[config.mk]
export PLATFORM = sky130hd
export DESIGN_NAME = fups_top
export DESIGN_NICKNAME = d
export VERILOG_FILES = /design/src/fups_pkg.sv /design/src/fups_top.sv
export SDC_FILE = /design/constraint.sdc
export NUM_CORES = 1
export LEC_CHECK = 0
export BUFFER_PORTS_ARGS = -buffer_cell sky130_fd_sc_hd__buf_4
export CORE_MARGIN = 8
export CORE_UTILIZATION = 50
export DETAILED_ROUTE_END_ITERATION = 7
export PLACE_DENSITY = 0.7
export SYNTH_ARGS = -nofsm -noshare
export SYNTH_HDL_FRONTEND = slang
export SYNTH_SLANG_ARGS = --single-unit
[constraint.sdc]
create_clock -name clock -period 8.4 [get_ports clock]
set_input_delay 1.68 -clock clock [delete_from_list [all_inputs] [get_ports clock]]
set_output_delay 1.68 -clock clock [all_outputs]
set_load 0.01 [all_outputs]
[src/fups_pkg.sv]
package fups_pkg;
    // byte offsets on the special-function register port
    localparam logic [7:0] OFS_FLASH_CONTROL_MAIN = 8'h73;
    localparam logic [7:0] OFS_BUFFER_CONTROL     = 8'h75;
    localparam logic [7:0] OFS_FLASH_ADDRESS_LOW  = 8'h76;
    localparam logic [7:0] OFS_FLASH_ADDRESS_HIGH = 8'h77;
    localparam logic [7:0] OFS_LOAD_DATA_LOW      = 8'h78;
    localparam logic [7:0] OFS_LOAD_DATA_HIGH     = 8'h79;
    localparam logic [7:0] OFS_KEY_LOW_FIRST      = 8'h7a;
    localparam logic [7:0] OFS_KEY_HIGH_FIRST     = 8'h7b;
    localparam logic [7:0] OFS_KEY_LOW_SECOND     = 8'h7c;
    localparam logic [7:0] OFS_KEY_HIGH_SECOND    = 8'h7d;
    localparam logic [7:0] OFS_KEY_LOW_THIRD      = 8'h7e;
    localparam logic [7:0] OFS_KEY_HIGH_THIRD     = 8'h7f;
    // control field positions and address-high field width
    localparam int BIT_PROGRAM_ENABLE = 7;
    localparam int MODE_LSB           = 4;
    localparam int BIT_UNLOCK_TRIGGER = 3;
    localparam int BIT_WRITE_INITIATE = 2;
    localparam int BIT_BUFFER_CLEAR   = 0;
    localparam int ADDR_HIGH_BITS     = 6;
    // op_mode_field codes
    localparam logic [2:0] MODE_WRITE  = 3'h0;
    localparam logic [2:0] MODE_ERASE  = 3'h1;
    localparam logic [2:0] MODE_UNLOCK = 3'h6;
    // unlock key bytes
    localparam logic [7:0] KEY_LOW_FIRST   = 8'h00;
    localparam logic [7:0] KEY_LOW_SECOND  = 8'h0d;
    localparam logic [7:0] KEY_LOW_THIRD   = 8'hc3;
    localparam logic [7:0] KEY_HIGH_FIRST  = 8'h04;
    localparam logic [7:0] KEY_HIGH_SECOND = 8'h09;
    localparam logic [7:0] KEY_HIGH_THIRD  = 8'h40;
    // reset values
    localparam logic [7:0]  RST_BYTE    = 8'h00;
    localparam logic [2:0]  RST_MODE    = 3'h0;
    localparam logic [13:0] RST_ADDRESS = 14'h0000;
    // geometry
    localparam int PAGE_WORDS = 64;
    localparam int WORD_BITS  = 6;
    localparam int ADDR_BITS  = 14;
    localparam logic [5:0] LAST_WORD = 6'h3f;
    // timing
    localparam int CLOCK_PERIOD_NS      = 10;
    localparam int BUSY_TIME_NS         = 2200000;
    localparam int BUSY_CYCLES          = BUSY_TIME_NS / CLOCK_PERIOD_NS;
    localparam int UNLOCK_WINDOW_CYCLES = 1000;
    localparam int UNLOCK_CNT_BITS      = 16;

    typedef enum logic [1:0] {
        ST_IDLE    = 2'b00,
        ST_PROGRAM = 2'b01,
        ST_SETTLE  = 2'b11,
        ST_ERASE   = 2'b10
    } fups_state_t;
endpackage

[src/fups_top.sv]
`timescale 1ns/10ps
module fups_top #(
    parameter int BUSY_CYCLES          = fups_pkg::BUSY_CYCLES,
    parameter int UNLOCK_WINDOW_CYCLES = fups_pkg::UNLOCK_WINDOW_CYCLES
) (
    // clock and reset
    input  wire logic        clock,
    input  wire logic        reset,
    // register port
    input  wire logic [7:0]  sfr_addr,
    input  wire logic [7:0]  sfr_wdata,
    input  wire logic        sfr_wr,
    input  wire logic        sfr_rd,
    output logic      [7:0]  sfr_rdata,
    // cpu
    output logic             cpu_stall,
    // flash array
    output logic             flash_prog_en,
    output logic      [13:0] flash_prog_addr,
    output logic      [15:0] flash_prog_data,
    output logic             flash_erase_en,
    output logic      [7:0]  flash_erase_page
);
    localparam int BUSY_BITS = $clog2(BUSY_CYCLES + 1);
    localparam int UB        = fups_pkg::UNLOCK_CNT_BITS;

    fups_pkg::fups_state_t state_q, state_d;
    logic                  pe_q, pe_d;
    logic [2:0]            mode_q;
    logic                  unlock_q, unlock_d;
    logic [UB-1:0]         ucnt_q, ucnt_d;
    logic [BUSY_BITS-1:0]  bcnt_q, bcnt_d;
    logic                  clr_q;
    logic [13:0]           addr_q, addr_d;
    logic [7:0]            data_q [8];
    logic [63:0]           mask_q, mask_d;
    logic [5:0]            idx_q;
    logic [15:0]           wbuf [fups_pkg::PAGE_WORDS];

    // decode
    wire        wr_ctrl  = sfr_wr && sfr_addr == fups_pkg::OFS_FLASH_CONTROL_MAIN;
    wire        wr_bclr  = sfr_wr && sfr_addr == fups_pkg::OFS_BUFFER_CONTROL;
    wire        wr_alow  = sfr_wr && sfr_addr == fups_pkg::OFS_FLASH_ADDRESS_LOW;
    wire        wr_ahigh = sfr_wr && sfr_addr == fups_pkg::OFS_FLASH_ADDRESS_HIGH;
    wire        data_sel = sfr_addr[7:3] == fups_pkg::OFS_LOAD_DATA_LOW[7:3];
    wire        wr_data  = sfr_wr && data_sel;
    wire        busy     = state_q != fups_pkg::ST_IDLE;
    wire        load     = sfr_wr && sfr_addr == fups_pkg::OFS_LOAD_DATA_HIGH && !busy;
    wire [2:0]  new_mode = sfr_wdata[fups_pkg::MODE_LSB +: 3];
    wire [5:0]  word_idx = addr_q[fups_pkg::WORD_BITS-1:0];
    wire        at_last  = word_idx == fups_pkg::LAST_WORD;

    // unlock window
    wire unlock_expire = unlock_q && ucnt_q == UB'(UNLOCK_WINDOW_CYCLES - 1);
    wire sw_trig       = wr_ctrl && sfr_wdata[fups_pkg::BIT_UNLOCK_TRIGGER]
                         && new_mode == fups_pkg::MODE_UNLOCK && !busy;
    wire trig_start    = sw_trig && (!unlock_q || unlock_expire);
    wire key_ok =
        data_q[fups_pkg::OFS_KEY_LOW_FIRST[2:0]]   == fups_pkg::KEY_LOW_FIRST   &&
        data_q[fups_pkg::OFS_KEY_LOW_SECOND[2:0]]  == fups_pkg::KEY_LOW_SECOND  &&
        data_q[fups_pkg::OFS_KEY_LOW_THIRD[2:0]]   == fups_pkg::KEY_LOW_THIRD   &&
        data_q[fups_pkg::OFS_KEY_HIGH_FIRST[2:0]]  == fups_pkg::KEY_HIGH_FIRST  &&
        data_q[fups_pkg::OFS_KEY_HIGH_SECOND[2:0]] == fups_pkg::KEY_HIGH_SECOND &&
        data_q[fups_pkg::OFS_KEY_HIGH_THIRD[2:0]]  == fups_pkg::KEY_HIGH_THIRD;
    // key judged at window end, so a slow writer that finishes inside the window still passes
    wire pe_hw_set = unlock_expire && key_ok && mode_q == fups_pkg::MODE_UNLOCK;
    wire pe_sw_clr = wr_ctrl && !sfr_wdata[fups_pkg::BIT_PROGRAM_ENABLE];

    // operation start; refused silently without program enable
    wire start_ok = wr_ctrl && sfr_wdata[fups_pkg::BIT_WRITE_INITIATE] && pe_q
                    && sfr_wdata[fups_pkg::BIT_PROGRAM_ENABLE] && !busy
                    && (new_mode == fups_pkg::MODE_WRITE || new_mode == fups_pkg::MODE_ERASE);
    wire start_erase = start_ok && new_mode == fups_pkg::MODE_ERASE;
    wire busy_done   = state_q == fups_pkg::ST_SETTLE && bcnt_q == BUSY_BITS'(BUSY_CYCLES - 1);

    assign unlock_d = sw_trig || (unlock_q && !unlock_expire);
    assign ucnt_d   = (trig_start || !unlock_q) ? '0 : ucnt_q + UB'(1);
    assign pe_d     = pe_hw_set || (pe_q && !pe_sw_clr);
    assign bcnt_d   = start_ok ? '0 : (busy ? bcnt_q + BUSY_BITS'(1) : bcnt_q);

    // address pair: software writes, or auto-advance on a word load
    assign addr_d = wr_alow  ? {addr_q[13:8], sfr_wdata} :
                    wr_ahigh ? {sfr_wdata[fups_pkg::ADDR_HIGH_BITS-1:0], addr_q[7:0]} :
                    (load && !at_last) ? addr_q + 14'h0001 : addr_q;

    // a load beside the clear still lands, so back-to-back strobes lose no word
    assign mask_d = (clr_q ? 64'h0 : mask_q) | (load ? 64'h1 << word_idx : 64'h0);

    always_comb
    begin
        state_d = state_q;
        case (state_q)
            fups_pkg::ST_IDLE:
            begin
                if (start_ok)
                    state_d = start_erase ? fups_pkg::ST_ERASE : fups_pkg::ST_PROGRAM;
            end
            fups_pkg::ST_ERASE:   state_d = fups_pkg::ST_SETTLE;
            fups_pkg::ST_PROGRAM:
            begin
                if (idx_q == fups_pkg::LAST_WORD)
                    state_d = fups_pkg::ST_SETTLE;
            end
            fups_pkg::ST_SETTLE:
            begin
                if (busy_done)
                    state_d = fups_pkg::ST_IDLE;
            end
            default: state_d = fups_pkg::ST_IDLE;
        endcase
    end

    always_ff @(posedge clock or posedge reset)
    begin
        if (reset)
        begin
            state_q  <= fups_pkg::ST_IDLE;
            pe_q     <= 1'b0;
            mode_q   <= fups_pkg::RST_MODE;
            unlock_q <= 1'b0;
            ucnt_q   <= '0;
            bcnt_q   <= '0;
            clr_q    <= 1'b0;
            addr_q   <= fups_pkg::RST_ADDRESS;
            mask_q   <= 64'h0;
        end
        else
        begin
            state_q  <= state_d;
            pe_q     <= pe_d;
            unlock_q <= unlock_d;
            ucnt_q   <= ucnt_d;
            bcnt_q   <= bcnt_d;
            clr_q    <= wr_bclr && sfr_wdata[fups_pkg::BIT_BUFFER_CLEAR];
            addr_q   <= addr_d;
            mask_q   <= mask_d;
            if (wr_ctrl && !busy)
                mode_q <= new_mode;
        end
    end

    // data and key byte registers
    always_ff @(posedge clock or posedge reset)
    begin
        if (reset)
        begin
            for (int i = 0; i < 8; i++)
                data_q[i] <= fups_pkg::RST_BYTE;
        end
        else if (wr_data && !busy)
        begin
            data_q[sfr_addr[2:0]] <= sfr_wdata;
        end
    end

    // buffer words are kept after a write so a same-page retry needs no reload
    always_ff @(posedge clock)
    begin
        if (load)
            wbuf[word_idx] <= {sfr_wdata, data_q[fups_pkg::OFS_LOAD_DATA_LOW[2:0]]};
    end

    wire [7:0] ctrl_rd = {pe_q, mode_q, unlock_q, busy, 2'b00};
    wire [7:0] rd_mux  = (sfr_addr == fups_pkg::OFS_FLASH_CONTROL_MAIN) ? ctrl_rd :
                         (sfr_addr == fups_pkg::OFS_BUFFER_CONTROL) ? {7'h00, clr_q} :
                         (sfr_addr == fups_pkg::OFS_FLASH_ADDRESS_LOW) ? addr_q[7:0] :
                         (sfr_addr == fups_pkg::OFS_FLASH_ADDRESS_HIGH) ? {2'b00, addr_q[13:8]} :
                         data_sel ? data_q[sfr_addr[2:0]] : 8'h00;

    // flash array drive
    always_ff @(posedge clock or posedge reset)
    begin
        if (reset)
        begin
            idx_q            <= 6'h00;
            flash_prog_en    <= 1'b0;
            flash_prog_addr  <= fups_pkg::RST_ADDRESS;
            flash_prog_data  <= 16'h0000;
            flash_erase_en   <= 1'b0;
            flash_erase_page <= 8'h00;
            sfr_rdata        <= fups_pkg::RST_BYTE;
        end
        else
        begin
            idx_q            <= (state_q == fups_pkg::ST_PROGRAM) ? idx_q + 6'h01 : 6'h00;
            flash_prog_en    <= state_q == fups_pkg::ST_PROGRAM && mask_q[idx_q];
            flash_prog_addr  <= {addr_q[13:6], idx_q};
            flash_prog_data  <= wbuf[idx_q];
            flash_erase_en   <= start_erase;
            flash_erase_page <= addr_q[13:6];
            sfr_rdata        <= sfr_rd ? rd_mux : 8'h00;
        end
    end

    // stall follows the busy state so it covers the whole timed window
    assign cpu_stall = busy;
endmodule // fups_top

==> reports/results.txt, run 1 <==
Routed length on met2: 59,200 microns
R2r setup slk: 4390 ps
Slew headroom: 11.5%
HP Class: flip-flop to flip-flop
Dpl cells: 3,971
Root buffer cell: clkbuf_16
Later-pin clock latency in the skew report: 700 ps
Synthesized Nets: 2,720
Non-filler cells, final: 4,201
Final period util: 52.1%
Met3 WL post-DR: 10,100 microns
Number of max-cap violations: 0
LEAKAGE: 19.8 nW
Pwr per Cell Area: 220 nW/um^2
Worst VDD drop: 0.168 mV
Metal1 wirelength: 48,200 microns
Row cnt: 115
Synthesized area: 49,600 sq um
Post-synth ARST share: 18.3%
Worst Setup SP: sfr_addr[2]
Area of the multi-input gates: 12,300 sq um
Final worst path period need: 4380 ps
Post-CTS Setup Inserts: 0
Number of antenna violations at the first check in global routing: 3
Worst r2r path cells: 6
Crit path capture type: flip-flop
Routability-driven placement congestion ratio: 0.896
Via density: 6.29
Most common flop cell mapped by yosys: edfxtp_1
Largest net degree at the start of global routing: 146
Final setup fails: 0
Chip width: 331 microns
CP max FO: 44
First-pass GRT wire length: 178,000 microns
Worst hold slack: 406 ps
Post-synth EDFFs: 1,024
GR Overflow Total: 0
Ant. Diodes: 0
H-tree depth: 3
Top sig layer: met5
Share of cells above drive strength 1: 25.2%
CP Class: primary input to flip-flop
Vias in the first global route: 26,535
Worst-Margin Slew: 1320 ps
# fillers: 7,320
Hold Buf Count CTS: 0
Required time worst endpoint: 8700 ps
Final instance area: 55,800 sq um
Setup crit end: wbuf[30][4]
Reg area: 36,500 sq um
Hold Vio Cnt, Final: 0
Pre-antenna DRT Iters: 7
Synth Register Bits: 1,254
Worst Path Arrival: 4670 ps
CTS tree: yes
Clock skew: 29.8 ps
RSZ-0062 raised after global routing: false
Num ports: 69
Starting DRT DRC Count: 3,261
Pins Over Slew Limit: 0
Core area: 98,400 sq um
Total clock sinks: 1,254
Reg2reg start: state_q[1]
Port Buffer Count: 68
Drt total wl: 121,000 microns
Register area share after synthesis: 73.6%
Startpoint types: primary input
Nets: 2,840
PostCTS Resize Cnt: 0
Max Root-Sink Buffers: 3
Final TNS setup: 0 ps
Synth warn: 0
Worst R2R End: wbuf[30][4]
Worst-path clk slew: 60 ps
Die Ht: 331 microns
GR Util All Layers: 22.0%
DR WL/cell: 28.8 microns
Hold Path Depth: 0
Cells after Synth: 2,688
Max Freq: 0.229 GHz
Synth cell types: 62
Initial core utilization: 50.4%
DRT antenna net count: 0
Syn avg cell area: 18.5 sq um
Area grow syn2layout: 12.4%
Via count: 26,411
Status: complete, no violations
Die ar.: 110,000 sq um
Post-DP HPWL: 72,400 microns
Placed cell areas: 51,700 sq um
DRC: 0
Cts bufs inserted: 120
[cell usage in the layout, fill, tap and decap left out, types with 10 or more instances in the layout]
| master | n |
|---|---|
| nand4_1 | 34 |
| o21ai_0 | 71 |
| nor3_1 | 23 |
| buf_4 | 154 |
| clkbuf_1 | 14 |
| dfrtp_2 | 11 |
| bufinv_16 | 12 |
| a22o_1 | 10 |
| a21oi_1 | 24 |
| nand3_1 | 60 |
| nand2_1 | 170 |
| clkinv_1 | 29 |
| xnor2_1 | 20 |
| o2111ai_1 | 20 |
| nor2_1 | 181 |
| ha_1 | 12 |
| o22ai_1 | 35 |
| and2_1 | 19 |
| xor2_1 | 14 |
| edfxtp_1 | 1024 |
| a22oi_1 | 11 |
| a211oi_1 | 18 |
| dfrtp_1 | 217 |
| mux2_2 | 64 |
| clkbuf_16 | 122 |
| inv_1 | 22 |
| or2_2 | 10 |
| o2bb2ai_1 | 54 |
| mux4_2 | 289 |
| clkinv_2 | 26 |
[sequential cells by signal, summed over array words and instances, names as in the netlist, 14 cells and up]
signal	flops
wbuf	1024
data_q	64
flash_prog_data	16
mask_q	64
bcnt_q	18
ucnt_q	16
addr_q	14
[per-stage QoR]
step | power (mW) | worst slack [ps] | utilization [%]
2_1_floorplan | 6.89 | 415 | -
3_3_place_gp | 6.98 | 3490 | 52.6
3_5_place_dp | 6.99 | 3340 | 52.6
4_1_cts | 12.3 | 4090 | 56.6
5_1_grt | 12.6 | 3990 | 56.6
6_report | 12.3 | 4020 | 56.6
[worst max-delay path, stage by stage]
cell and delay [ps]:
buf_4 270, and4bb_1 370, and4_1 500, nand3_1 620, nor2_1 1220
[cells in the mapped netlist, drive strengths merged (5+ instances only)]
| cell | instances | share of area [%] |
|---|---|---|
| edfxtp | 1024 | 62 |
| mux4 | 289 | 13 |
| dfrtp | 230 | 12 |
| nor2 | 184 | 1.4 |
| nand2 | 170 | 1.3 |
| clkbuf | 84 | 0.64 |
| buf | 76 | 0.84 |
| o21ai | 76 | 0.77 |
| mux2 | 64 | 1.5 |
| nand3 | 60 | 0.61 |
| o2bb2ai | 54 | 0.95 |
| nand4 | 35 | 0.45 |
| o22ai | 35 | 0.44 |
| nor3 | 26 | 0.27 |
| inv | 25 | 0.19 |
| a21oi | 24 | 0.24 |
| o2111ai | 20 | 0.35 |
| xnor2 | 20 | 0.35 |
| and2 | 19 | 0.24 |
| a211oi | 18 | 0.27 |
| xor2 | 14 | 0.25 |
| ha | 12 | 0.30 |
| a22oi | 11 | 0.17 |
| or2 | 11 | 0.14 |
| a22o | 10 | 0.18 |
| mux2i | 9 | 0.18 |
| nor2b | 9 | 0.11 |
| nor4 | 9 | 0.11 |
| a31oi | 6 | 0.076 |
| nand3b | 6 | 0.091 |
| or3 | 6 | 0.076 |
| and3 | 5 | 0.063 |
| nor4b | 5 | 0.088 |
[cells by family (layout without fill, tap and decap cells)]
kind of cell    Yosys count  after routing  synth area share [%]
flops                  1254           1254                  73.6
buf+inv                 185            411                  1.66
fa+ha+maj                12             12                 0.303
simple gates            568            568                  5.34
compound gates          273            273                  3.76
mux                     362            362                  14.8
xor+xnor                 34             34                 0.600
[how the worst min path moves through the flow]
stage	slack (ps)	start	to
2_1_floorplan	350	idx_q[3]	flash_prog_addr[3]
3_3_place_gp	390	addr_q[12]	flash_erase_page[6]
3_5_place_dp	370	addr_q[11]	flash_erase_page[5]
4_1_cts	400	addr_q[11]	flash_erase_page[5]
5_1_grt	410	addr_q[11]	flash_erase_page[5]
6_report	410	addr_q[11]	flash_erase_page[5]
[per-layer routing]
| metal | up-vias | track usage, % |
|---|---|---|
| met1 | 13911 | 30.6 |
| met5 | - | 0 |
| met4 | 2 | 6.17 |
| li1 | 10990 | - |
| met2 | 1302 | 35.9 |
| met3 | 206 | 4.14 |
[cell type report]
cell class	instances	share of cell area, %
Sequential cell	1254	65.5
Timing Repair Buffer	158	2.20
Clock buffer	145	5.79
Tap cell	1287	2.89
Clock inverter	83	1.37
Inverter	25	0.182
Multi-Input combinational cell	1249	22.1
[where the power goes]
group          internal [mW]  leakage, nW  switching [mW]  total, mW
Sequential              6.69         13.6          0.0108       6.70
Clock                   3.11         1.96            2.30       5.41
Combinational         0.0265         4.18           0.129      0.155
Total                   9.82         19.8            2.44       12.3
(Power assumes the default switching activity.)
==> run 2: changes to the inputs <==
--- a/config.mk
+++ b/config.mk
@@ -9,7 +9,7 @@
 export CORE_MARGIN = 8
 export CORE_UTILIZATION = 50
 export DETAILED_ROUTE_END_ITERATION = 7
-export PLACE_DENSITY = 0.7
+export PLACE_DENSITY = 0.68
 export SYNTH_ARGS = -nofsm -noshare
 export SYNTH_HDL_FRONTEND = slang
 export SYNTH_SLANG_ARGS = --single-unit
==> constraint.sdc (replaced) <==
create_clock -name clock -period 4.25 [get_ports clock]
set_input_delay 0.85 -clock clock [delete_from_list [all_inputs] [get_ports clock]]
set_output_delay 0.85 -clock clock [all_outputs]
set_load 0.01 [all_outputs]
==> run 2 against run 1 <==
  * First-iteration DRC count rose by 0.21%
  * Register-to-register slack got worse by 3500 ps
  * Final area rose by 1.5%
  * Clock power up 110%
  * Count of clock-buffer cells in the layout grew 27
  * Via count rose by 2.8%
  * Setup slack lost 3100 ps
  * Hold slack got worse by 17 ps
  * Flip-flop and latch count is the same
  * Clock skew decreased by 2.4 ps
  * Cell count grew 1.9%
  * Power up 100%
  * Critical path type is now flip-flop to flip-flop
  * Largest power group unchanged
==> reports/results.txt, run 2 (synthesized netlist as in run 1, its figures left out) <==
Via count: 27,143 (+2.8%)
Required time worst endpoint: 4830 ps (-3870 ps)
Num ports: 69 (unchanged)
GR Util All Layers: 23.5% (+1.5 points)
Worst hold slack: 389 ps (-17.1 ps)
Routability-driven placement congestion ratio: 0.903 (+0.80%)
Worst Path Arrival: 3940 ps (-730 ps)
Non-filler cells, final: 4,280 (+1.9%)
Hold Vio Cnt, Final: 0 (unchanged)
Vias in the first global route: 27,789 (+4.7%)
DRT antenna net count: 0 (unchanged)
Root buffer cell: clkbuf_16
Dpl cells: 4,038 (+1.7%)
GR Overflow Total: 0 (unchanged)
Final period util: 79.1%
Initial core utilization: 50.4% (unchanged)
Die ar.: 110,000 sq um (unchanged)
Core area: 98,400 sq um (unchanged)
Worst-path clk slew: 70 ps (about the same)
Reg area: 36,500 sq um (about the same)
Slew headroom: 18.6% (+7.1 points)
CP max FO: 28 (-36%)
Pins Over Slew Limit: 0 (unchanged)
LEAKAGE: 20.3 nW (+2.5%)
Largest net degree at the start of global routing: 78 (-47%)
Max Root-Sink Buffers: 3 (unchanged)
DR WL/cell: 29.7 microns (+3.3%)
First-pass GRT wire length: 188,000 microns (+5.5%)
Max Freq: 0.297 GHz
Starting DRT DRC Count: 3,268 (+0.21%)
Number of max-cap violations: 0 (unchanged)
Sw Share: 20.0% (+0.066 points)
Largest register FFs: 1,024 (unchanged)
RSZ-0062 raised after global routing: false
Leading cell types in the layout, fill and taps excluded: 1,024 x edfxtp_1, 289 x mux4_2, 217 x dfrtp_1
Via density: 6.34 (+0.87%)
CP Class: flip-flop to flip-flop
Number of antenna violations at the first check in global routing: 2 (-1)
Biggest register: wbuf
# fillers: 7,308 (-0.16%)
Clk pwr share: 45.3% (+1.2 points)
Total clock sinks: 1,254 (unchanged)
Share of cells above drive strength 1: 26.9% (+1.8 points)
Crit path capture type: flip-flop
DRC: 0 (unchanged)
Commonest non-fill, non-tap cell in the layout: edfxtp_1
Top Registers: wbuf (1024), data_q (64), mask_q (64)
Final worst path period need: 3360 ps
Clock skew: 27.4 ps (-2.38 ps)
Post-CTS Setup Inserts: 0 (unchanged)
PostCTS Resize Cnt: 0 (unchanged)
CTS tree: yes
Status: complete, no violations
Area of the multi-input gates: 12,300 sq um (about the same)
Row cnt: 115 (unchanged)
Final setup fails: 0 (unchanged)
Die Ht: 331 microns (unchanged)
Pre-antenna DRT Iters: 6 (-1)
Worst VDD drop: 0.413 mV (+150%)
Final TNS setup: 0 ps (unchanged)
Worst-Margin Slew: 1220 ps (-102 ps)
Drt total wl: 127,000 microns (+5.2%)
Chip width: 331 microns (unchanged)
Port Buffer Count: 68 (unchanged)
P_int: 19.9 mW (+100%)
Area grow syn2layout: 14.1%
HP Class: flip-flop to flip-flop
Post-DP HPWL: 79,200 microns (+9.5%)
Hold Buf Count CTS: 0 (unchanged)
Comb pwr share: 1.3% (about the same)
Cts bufs inserted: 130 (+8.3%)
H-tree depth: 4 (+1)
Startpoint types: flip-flop
Switching power: 4.95 mW (+100%)
Pwr per Cell Area: 438 nW/um^2 (+99%)
Later-pin clock latency in the skew report: 730 ps (+30 ps)
Nets: 2,915 (+2.6%)
Reg power frac: 53.4% (-1.2 points)
## run 2: changes by cell type in the layout (fill, tap and decap cells not counted), moves of 8 or more
| cell | before | now |
|---|---|---|
| buf_4 | 154 | 212 |
| clkbuf_1 | 14 | 27 |
| clkbuf_16 | 122 | 135 |
| buf_12 | 3 | 11 |
| clkinv_1 | 29 | 19 |
## run 2: through the flow
step | utilization [%] | total power, mW | setup WS (ps) | instance area [sq um]
after floorplan | - | 13.6 | 392 | 49600
after global placement | 53.2 | 13.8 | 894 | 52300
after detailed placement | 53.2 | 13.8 | 872 | 52300
after CTS | 57.5 | 25.0 | 942 | 56600
after global routing | 57.5 | 25.4 | 777 | 56600
final | 57.5 | 24.8 | 888 | 56600
## run 2: power groups by stage
stage	registers (mW)	logic, mW	clock network [mW]
4_1_cts	13.2	0.315	11.4
5_1_grt	13.2	0.336	11.9
3_5_place_dp	13.5	0.315	0
6_report	13.2	0.312	11.3
2_1_floorplan	13.5	0.122	0
3_3_place_gp	13.5	0.305	0
## run 2: per-layer routing
layer	part of all wire, %	track usage (%)
met2	48	37.4
met4	4.2	9.89
met3	9.1	4.81
met5	0	0
met1	39	31.7
## run 2: critical path, stage by stage (launching register included)
cell      delay [ps]
dfrtp_4          730
buf_4            470
mux4_2           310
a211oi_1         140
nor3_1           610
o21ai_0          450
o21ai_0          480
## run 2: cell type report
cell class | instances | area share, %
Sequential cell | 1254 | 64.6
Multi-Input combinational cell | 1249 | 21.7
Clock buffer | 172 | 6.39
Timing Repair Buffer | 223 | 3.20
Tap cell | 1287 | 2.85
Clock inverter | 68 | 1.12
Inverter | 25 | 0.172
Antenna cell | 2 | 0.00884
## run 2: worst paths after layout
path / start / endpoint / slack, ps / cells past startpoint
min reg2reg: addr_q[12] / flash_erase_page[6] / 390 / 0
min in group asynchronous: reset / flash_erase_page[7] / 400 / 2
max reg2reg: idx_q[1] / flash_prog_data[15] / 890 / 6
max: idx_q[1] / flash_prog_data[15] / 890 / 6
min: addr_q[12] / flash_erase_page[6] / 390 / 0
max in group asynchronous: reset / bcnt_q[5] / 2910 / 3
